--- config.mk ---
export PLATFORM = sky130hd
export DESIGN_NAME = gco_regs
export DESIGN_NICKNAME = d
export VERILOG_FILES = /design/src/common/gco_pkg.sv /design/src/verilog/gco_regs.sv /design/src/verilog/gco_dc_corr.sv
export VERILOG_INCLUDE_DIRS = /design/src /design/src/common
export SDC_FILE = /design/constraint.sdc
export NUM_CORES = 2
export LEC_CHECK = 0
export ABC_AREA = 1
export BUFFER_PORTS_ARGS = -buffer_cell sky130_fd_sc_hd__buf_2
export CORE_MARGIN = 10
export CORE_UTILIZATION = 65
export CTS_CLUSTER_DIAMETER = 30
export CTS_CLUSTER_SIZE = 40
export DETAILED_ROUTE_END_ITERATION = 10
export GPL_TIMING_DRIVEN = 0
export PLACE_DENSITY = 0.78
export REMOVE_ABC_BUFFERS = 1
export SLEW_MARGIN = 0
export SYNTH_ARGS = -nofsm -noshare
export SYNTH_HDL_FRONTEND = slang
export SYNTH_SLANG_ARGS = --single-unit
export TNS_END_PERCENT = 30
--- constraint.sdc ---
create_clock -name CLK -period 13.3 [get_ports CLK]
set_input_delay 0.665 -clock CLK [delete_from_list [all_inputs] [get_ports CLK]]
set_output_delay 0.665 -clock CLK [all_outputs]
set_load 0.02 [all_outputs]
--- src/common/gco_params.svh ---
`ifndef GCO_PARAMS_SVH
`define GCO_PARAMS_SVH

// ----------------------------------------
// register offsets on the plain port
// ----------------------------------------
`define GCO_ADDR_EST_SRC_A 9'h034
`define GCO_ADDR_CTRL_A 9'h068
`define GCO_ADDR_CTRL_B 9'h168
`define GCO_ADDR_GAIN 9'h0a6
`define GCO_ADDR_STATUS 9'h0f0

// ----------------------------------------
// field positions and reset values
// ----------------------------------------
`define GCO_GAIN_LSB 0
`define GCO_GAIN_MSB 3
`define GCO_EST_SRC_BIT 0
`define GCO_CTRL_FREEZE_BIT 7
`define GCO_CTRL_KEEP_HI_BIT 5
`define GCO_CTRL_BYPASS_BIT 2
`define GCO_CTRL_KEEP_LO_BIT 1
`define GCO_RESET_BYTE 8'h00
`define GCO_MODE_RUN 3'h3
`define GCO_MODE_FREEZE 3'h7
`define GCO_GAIN_MAX_CODE 4'hb

// ----------------------------------------
// datapath scaling
// ----------------------------------------
`define GCO_EST_SHIFT 6
`define GCO_GAIN_FRAC 14
`define GCO_GAIN_TOP 17'sh0e315

`endif

--- src/common/gco_pkg.sv ---
package gco_pkg;

  // ----------------------------------------
  // types
  // ----------------------------------------
  typedef logic signed [15:0] gco_sample_t; // one converter sample

  // state of one channel's offset corrector
  typedef struct packed {
    logic [2:0] phase; // sample phase mod 8
    logic [7:0][23:0] acc; // per-phase estimate, 16.8 fixed point
    logic [15:0] out; // corrected sample
  } gco_corr_state_t;

  // state of the register bank and gain stage
  typedef struct packed {
    logic [3:0] gain; // output gain code
    logic est_src; // external estimate select, channel a
    logic [1:0][3:0] ctrl; // per channel {freeze, keep_hi, bypass, keep_lo}
    logic [7:0] rdata; // read answer
    logic [1:0][15:0] dout; // gained samples
  } gco_regs_state_t;

  // saturate a wide signed value to one sample
  function automatic logic [15:0] gco_sat16(input logic signed [33:0] v);
    if (v > 34'sh0_0000_7fff) begin
      return 16'h7fff;
    end
    if (v < 34'sh3_ffff_8000) begin
      return 16'h8000;
    end
    return v[15:0];
  endfunction : gco_sat16

endpackage : gco_pkg

--- src/verilog/gco_regs.sv ---
// How it works
// - gain code in bits 3-0 scales output samples
// - one dB per code, 0 to 11 dB
// - estimate-source bit selects external offset estimate, channel a only
// - control pattern 111 freezes the offset estimate
// - bypass bit passes samples uncorrected
// - active corrector removes fs/8, fs/4, 3fs/8, fs/2 tones
// - each channel has its own control register

`timescale 1ns/10ps
`include "gco_params.svh"

module gco_regs (
  input wire logic CLK, // sample clock, 10 MHz
  input wire logic RST, // synchronous reset, high
  input wire logic [8:0] ADDR, // register address
  input wire logic [7:0] WDATA, // write data
  input wire logic WR, // write strobe, one cycle
  input wire logic RD, // read strobe, one cycle
  output logic [7:0] RDATA, // read data, cycle after RD
  input wire gco_pkg::gco_sample_t SAMPLE_A, // raw sample, channel a
  input wire gco_pkg::gco_sample_t SAMPLE_B, // raw sample, channel b
  input wire gco_pkg::gco_sample_t EXT_EST, // external offset estimate, channel a
  output gco_pkg::gco_sample_t DOUT_A, // corrected and gained, channel a
  output gco_pkg::gco_sample_t DOUT_B // corrected and gained, channel b
);

  // ----------------------------------------
  // state
  // ----------------------------------------
  gco_pkg::gco_regs_state_t cur_ff; // all state of the bank
  gco_pkg::gco_regs_state_t nxt_cur; // its next value
  gco_pkg::gco_sample_t corr [2]; // corrector outputs per channel
  gco_pkg::gco_sample_t raw [2]; // raw inputs per channel
  logic [1:0] freeze; // decoded freeze per channel
  logic [1:0] bypass; // decoded bypass per channel

  assign raw[0] = SAMPLE_A;
  assign raw[1] = SAMPLE_B;

  // ----------------------------------------
  // gain table
  // ----------------------------------------
  // q2.14 factors of 10^(dB/20); undefined codes fall back to unity
  function automatic logic signed [16:0] gain_factor(input logic [3:0] code);
    case (code)
      4'h0: gain_factor = 17'sh04000;
      4'h1: gain_factor = 17'sh047cf;
      4'h2: gain_factor = 17'sh05092;
      4'h3: gain_factor = 17'sh05a67;
      4'h4: gain_factor = 17'sh0656f;
      4'h5: gain_factor = 17'sh071cf;
      4'h6: gain_factor = 17'sh07fb2;
      4'h7: gain_factor = 17'sh08f47;
      4'h8: gain_factor = 17'sh0a0c2;
      4'h9: gain_factor = 17'sh0b45f;
      4'ha: gain_factor = 17'sh0ca62;
      4'hb: gain_factor = `GCO_GAIN_TOP;
      default: gain_factor = 17'sh04000;
    endcase
  endfunction : gain_factor

  // ----------------------------------------
  // per-channel correctors
  // ----------------------------------------
  genvar ch;
  generate
    for (ch = 0; ch < 2; ch = ch + 1) begin : g_chan
      // mode bits are {7,5,1}; only 111 freezes, the rest estimate
      assign freeze[ch] = ({cur_ff.ctrl[ch][3], cur_ff.ctrl[ch][2], cur_ff.ctrl[ch][0]} == `GCO_MODE_FREEZE);
      assign bypass[ch] = cur_ff.ctrl[ch][1];
      gco_dc_corr u_corr (
        .clk(CLK),
        .rst(RST),
        .sample_in(raw[ch]),
        .ext_est(EXT_EST),
        .use_ext((ch == 0) ? cur_ff.est_src : 1'b0),
        .freeze(freeze[ch]),
        .bypass(bypass[ch]),
        .sample_out(corr[ch])
      );
    end
  endgenerate

  // ----------------------------------------
  // register access and gain stage
  // ----------------------------------------
  // reads answer the cycle after RD only; otherwise RDATA rests at zero
  always_comb begin
    logic signed [33:0] prod;
    prod = 34'sh0;
    nxt_cur = cur_ff;
    nxt_cur.rdata = `GCO_RESET_BYTE;
    // writes: only defined fields are kept, reserved bits are dropped
    if (WR) begin
      case (ADDR)
        `GCO_ADDR_GAIN: begin
          nxt_cur.gain = WDATA[`GCO_GAIN_MSB:`GCO_GAIN_LSB];
        end
        `GCO_ADDR_EST_SRC_A: begin
          nxt_cur.est_src = WDATA[`GCO_EST_SRC_BIT];
        end
        `GCO_ADDR_CTRL_A: begin
          nxt_cur.ctrl[0] = {WDATA[`GCO_CTRL_FREEZE_BIT], WDATA[`GCO_CTRL_KEEP_HI_BIT],
                             WDATA[`GCO_CTRL_BYPASS_BIT], WDATA[`GCO_CTRL_KEEP_LO_BIT]};
        end
        `GCO_ADDR_CTRL_B: begin
          nxt_cur.ctrl[1] = {WDATA[`GCO_CTRL_FREEZE_BIT], WDATA[`GCO_CTRL_KEEP_HI_BIT],
                             WDATA[`GCO_CTRL_BYPASS_BIT], WDATA[`GCO_CTRL_KEEP_LO_BIT]};
        end
        default: begin
          // unmapped or read-only address: write ignored
        end
      endcase
    end
    // reads: fields back in their own bit positions, reserved read zero
    if (RD) begin
      case (ADDR)
        `GCO_ADDR_GAIN: begin
          nxt_cur.rdata = {4'h0, cur_ff.gain};
        end
        `GCO_ADDR_EST_SRC_A: begin
          nxt_cur.rdata = {7'h00, cur_ff.est_src};
        end
        `GCO_ADDR_CTRL_A: begin
          nxt_cur.rdata = {cur_ff.ctrl[0][3], 1'b0, cur_ff.ctrl[0][2], 2'h0,
                           cur_ff.ctrl[0][1], cur_ff.ctrl[0][0], 1'b0};
        end
        `GCO_ADDR_CTRL_B: begin
          nxt_cur.rdata = {cur_ff.ctrl[1][3], 1'b0, cur_ff.ctrl[1][2], 2'h0,
                           cur_ff.ctrl[1][1], cur_ff.ctrl[1][0], 1'b0};
        end
        `GCO_ADDR_STATUS: begin
          // live decoded modes: {freeze_b, freeze_a, bypass_b, bypass_a}
          nxt_cur.rdata = {4'h0, freeze, bypass};
        end
        default: begin
          nxt_cur.rdata = `GCO_RESET_BYTE; // unmapped reads zero
        end
      endcase
    end
    // gain on both channels; saturates rather than wraps at high codes
    for (int i = 0; i < 2; i++) begin
      prod = 34'(corr[i]) * 34'(gain_factor(cur_ff.gain));
      nxt_cur.dout[i] = gco_pkg::gco_sat16(prod >>> `GCO_GAIN_FRAC);
    end
  end

  // state register; synchronous reset clears every field
  always_ff @(posedge CLK) begin
    if (RST) begin
      cur_ff <= '0;
    end else begin
      cur_ff <= nxt_cur;
    end
  end

  // outputs straight from flip-flops
  assign RDATA = cur_ff.rdata;
  assign DOUT_A = cur_ff.dout[0];
  assign DOUT_B = cur_ff.dout[1];

  // ----------------------------------------
  // checks
  // ----------------------------------------
  a_gain_unity: assert property (@(posedge CLK) disable iff (RST)
    (cur_ff.gain == 4'h0) |=> DOUT_A == $past(corr[0]) && DOUT_B == $past(corr[1]))
    else $error("zero gain code altered samples");

  a_gain_top: assert property (@(posedge CLK) disable iff (RST)
    (cur_ff.gain == `GCO_GAIN_MAX_CODE) |=>
      DOUT_A == gco_pkg::gco_sat16((34'($past(corr[0])) * 34'(`GCO_GAIN_TOP)) >>> `GCO_GAIN_FRAC))
    else $error("top gain code wrong");

  a_ctrl_indep: assert property (@(posedge CLK) disable iff (RST)
    (WR && ADDR == `GCO_ADDR_CTRL_A) |=> cur_ff.ctrl[1] == $past(cur_ff.ctrl[1]))
    else $error("channel a write touched channel b");

  a_read_gain: assert property (@(posedge CLK) disable iff (RST)
    (RD && !WR && ADDR == `GCO_ADDR_GAIN) |=> RDATA == {4'h0, $past(cur_ff.gain)} ##1 RDATA == 8'h00 || $past(RD))
    else $error("gain readback wrong");

endmodule : gco_regs

--- src/verilog/gco_dc_corr.sv ---
`timescale 1ns/10ps
`include "gco_params.svh"

module gco_dc_corr (
  input wire logic clk, // sample clock
  input wire logic rst, // synchronous reset, high
  input wire gco_pkg::gco_sample_t sample_in, // raw sample
  input wire gco_pkg::gco_sample_t ext_est, // externally supplied offset
  input wire logic use_ext, // take ext_est instead of own estimate
  input wire logic freeze, // hold estimates, keep applying them
  input wire logic bypass, // pass samples uncorrected
  output gco_pkg::gco_sample_t sample_out // corrected sample, registered
);

  gco_pkg::gco_corr_state_t cur_ff; // all state
  gco_pkg::gco_corr_state_t nxt_cur; // its next value

  // ----------------------------------------
  // estimator and subtractor
  // ----------------------------------------
  // one estimate per phase mod 8 removes tones at fs/8, fs/4, 3fs/8, fs/2
  always_comb begin
    logic signed [23:0] acc_sel;
    logic signed [15:0] est;
    logic signed [24:0] diff;
    acc_sel = cur_ff.acc[cur_ff.phase];
    est = use_ext ? ext_est : acc_sel[23:8];
    diff = 25'sh0;
    nxt_cur = cur_ff;
    nxt_cur.phase = cur_ff.phase + 3'h1;
    if (bypass) begin
      // estimates are held so re-enabling resumes from known values
      nxt_cur.out = sample_in;
    end else begin
      nxt_cur.out = gco_pkg::gco_sat16(34'(sample_in) - 34'(est));
      if (!freeze) begin
        // leaky average; shift trades settling time for noise
        diff = $signed({sample_in[15], sample_in, 8'h00}) - $signed({acc_sel[23], acc_sel});
        nxt_cur.acc[cur_ff.phase] = acc_sel + 24'(diff >>> `GCO_EST_SHIFT);
      end
    end
  end

  // state register
  always_ff @(posedge clk) begin
    if (rst) begin
      cur_ff <= '0;
    end else begin
      cur_ff <= nxt_cur;
    end
  end

  assign sample_out = cur_ff.out;

  // ----------------------------------------
  // checks
  // ----------------------------------------
  a_bypass_pass: assert property (@(posedge clk) disable iff (rst)
    bypass |=> sample_out == $past(sample_in)) else $error("bypass did not pass sample");

  a_ext_estimate: assert property (@(posedge clk) disable iff (rst)
    (use_ext && !bypass) |=> sample_out == gco_pkg::gco_sat16(34'($past(sample_in)) - 34'($past(ext_est))))
    else $error("external estimate not applied");

  a_freeze_holds: assert property (@(posedge clk) disable iff (rst)
    (freeze || bypass) |=> cur_ff.acc == $past(cur_ff.acc)) else $error("estimate moved while frozen");

  a_phase_walk: assert property (@(posedge clk) disable iff (rst)
    $past(!rst) |-> cur_ff.phase == 3'($past(cur_ff.phase) + 3'h1)) else $error("phase did not advance");

endmodule : gco_dc_corr

==> metrics.yaml <==
run_status:
  status: "complete, no violations"
grt:
  track_usage_pct: 30.6
  antenna_found_initial: 8
  met3_usage_pct: 5.69
  gr-usage-met1_pct: 39.1
  grt_max_degree: 151
  busiest_layer: "met2"
  use_met2_pct: 50.8
  grt_pass1_wl_um: 204000
  grt_pass1_vias: 40300
  gr-total-overflow: 0
logic_synthesis:
  syn_area_per_cell_um2: 7.17
  synth-xor-area-share_pct: 2.21
  synth_edf_count: 0
  netlist_instances: 6293
  synth-adder-area-share_pct: 26.7
  synthArstFlopShare_pct: 0
  synth_top_family_by_area: "adder cells"
  synth_simple_gate_area_share_pct: 18.4
  yosysMostFrequentCell: "inv_1"
  synth_compound_area_share_pct: 15.6
  synth-main-ff-cell: "dfxtp_1"
  synth_top_cell_by_area: "dfxtp_1"
  yosys-top-cells-count: "inv_1 (1459), nand2_1 (1178), dfxtp_1 (488)"
  ys_warn_count: 0
  synth-seq-cells: 488
  yosysSeqAreaShare_pct: 21.6
  synth.distinct_cells: 59
  synth_top_cell_area_share_pct: 21.6
  synth_mux_area_share_pct: 0
  synthTopCellsByArea: "dfxtp_1 (22%), fa_1 (17%), inv_1 (12%)"
  syn_area_um2: 45100
timing:
  setup_tns_ns: 0
  rsz0062_at_grt: "false"
  drv_slew: 0
  finClkSkew_ns: 0.0264
  hold_violations: 0
  max_freq_mhz: 143
  fin_crit_ns: 6.99
  hold_ws_ns: 0.372
  setup_viol: 0
  tightest_slew_ns: 1.37
  period_share_pct: 52.5
  relSlewSlack_pct: 8.36
layout:
  layout-drive-gt1-share_pct: 6.12
  fill_cells: 5871
  multi_input_comb_area_um2: 28500
  syn_to_final_growth_pct: 8.65
  ff_latch_area_um2: 9790
  final_nets: 7016
power:
  peakVddDrop_v: 0.000162
  pwr-share-comb_pct: 49.0
  clkPwrFrac_pct: 27.7
  switching_share_pct: 46.9
  pwr-share-seq_pct: 23.3
  internal_power_mw: 4.61
  p_sw_mw: 4.08
  powerDensity_nw_per_um2: 177
  p_leak_nw: 27.0
route:
  firstDrtPassIters: 8
  num_vias: 40800
  wl_per_cell_um: 17.3
  drtIter0Drc: 3475
  final_antenna_net_count: 0
  remaining_drc_errors: 0
  wirelength_um: 125000
  vias_per_cell: 5.65
worst_setup_path:
  max_stage_delay_ns: 1.21
  path_cells: "nand2_1 > fa_1 > fa_1 > inv_1 > fa_1 > fa_1 > fa_1 > inv_1 > fa_1 > inv_1 > ha_1 > a21oi_1 > o21ai_0 > a21oi_1 > nor2_1 > nor2_1 > nand2_1 > nand2_1 > nand2_1 > nor2_1 > nand2_1 > nand2_2 > a21oi_1"
  crit_top_cell: "fa_1"
  arrival_ns: 7.46
  slowest_stage: "dfxtp_1"
  endpoint_kind: "flip-flop"
  required_ns: 13.77
  critPathKind: "flip-flop to flip-flop"
  start_kind: "flip-flop"
  cp_max_fo: 30
clock_network:
  cts_made_buffers: 93
  clkTransAtPathRegs_ns: 0.05
  cts_sinks: 488
  cts_max_path_buffers: 3
  worstSkewPairLatency_ns: 0.63
  root_buffer: "clkbuf_16"
  cts_tree: "built"
  post_cts_resized: 0
  ctsHoldBuffers: 0
  post-cts-setup-buffers: 0
  h-tree-depth: 3
worst_hold_path:
  min_from: "WDATA[1]"
  worstHoldPathType: "input pin to flip-flop"
placement:
  hpwl_um: 90800
  port_buffers: 104
  globalplace.congestion: 0.975
floorplanning:
  rows: 96
  initial_core_util_pct: 65.7
  die_h_um: 283
  dieArea_um2: 80400
  num_io_pins: 109
  core_area_um2: 68700
  die_width_um: 283
run:
  maxCapViolations: 0
## area by class of cell
type                       instances  share of cell area, %
sequential                       488                   20.0
tap                              931                   2.38
clock inverter                    47                   1.37
inverter                        1483                   11.4
timing repair buffer             117                   1.60
antenna                            1                0.00510
clock buffer                     123                   5.26
multi-input combinational       4034                   58.0
## power by group through the flow
stage               combinational (mW)  clock (mW)  sequential (mW)
floorplan                         2.96           0             1.94
global placement                  4.11           0             2.02
detailed placement                4.14           0             2.03
CTS                               4.19        2.43             2.01
global route                      4.76        2.50             2.04
finish                            4.25        2.41             2.02
## cells in the final DEF, fill, tap and decap left out, types with 27 or more instances in the layout
cell type and instances:
a21oi_1 427, a221oi_1 48, a22o_1 40, buf_2 104
clkbuf_16 94, dfxtp_1 474, fa_1 390, ha_1 340
inv_1 1458, nand2_1 1178, nand3_1 289, nand4_1 40
nor2_1 346, nor2_2 27, nor3_1 41, o211ai_1 171
o21ai_0 351, o22ai_1 38, xnor2_1 34, xor2_1 78
## path summary, 6_finish.rpt
path	endpoint	slack [ns]	depth (start not counted)
setup / recovery	DOUT_B[3]	6.31	23
hold / removal	cur_ff[40]	0.37	3
setup reg to reg	DOUT_B[3]	6.31	23
hold reg to reg	g_chan[0].u_corr.cur_ff[137]	0.45	2
## metrics by stage
| stage | power [mW] | instance area, um2 | std cells | worst slack [ns] | util [%] |
|---|---|---|---|---|---|
| after floorplan | 4.90 | 43700 | 6005 | 7.46 | - |
| after global placement | 6.13 | 45400 | 7040 | 0.244 | 66.1 |
| after detailed placement | 6.17 | 45700 | 7050 | 6.28 | 66.5 |
| after CTS | 8.63 | 49000 | 7220 | 6.26 | 71.3 |
| after global routing | 9.30 | 49000 | 7223 | 5.90 | 71.4 |
| final | 8.69 | 49000 | 7224 | 6.31 | 71.4 |
## state kept, by name, indices dropped and copies added, names as in the netlist, named ones only
name and count:
g_chan.u_corr.sample_out 32, DOUT_B 16, g_chan.u_corr.cur_ff 390, RDATA 6, DOUT_A 16, bypass 2, cur_ff 11
## critical path: cells and delay by family (launching register included)
kind,cells,cell delay [ns]
AOI/OAI and AO/OA,4,0.78
adders and majority gates,7,3.67
buffers and inverters,3,0.18
DFF,1,1.21
and+or+nand+nor,9,0.99
## metal layers
layer / vias to the layer above / routed length (um) / share of wire (%)
li1: 19600 / - / -
met1: 19300 / 51000 / 41
met2: 1695 / 58700 / 47
met3: 308 / 11500 / 9.1
met4: 8 / 4120 / 3.3
met5: - / 42 / 0.034
## kinds of logic after synthesis
kind of cell               after synthesis
and+or+nand+nor                       1995
buffers and inverters                 1772
AOI/OAI and AO/OA                     1194
adders and majority gates              730
DFF                                    488
xor gates and xnor gates               113
other                                    1
(Power assumes the default switching activity.)
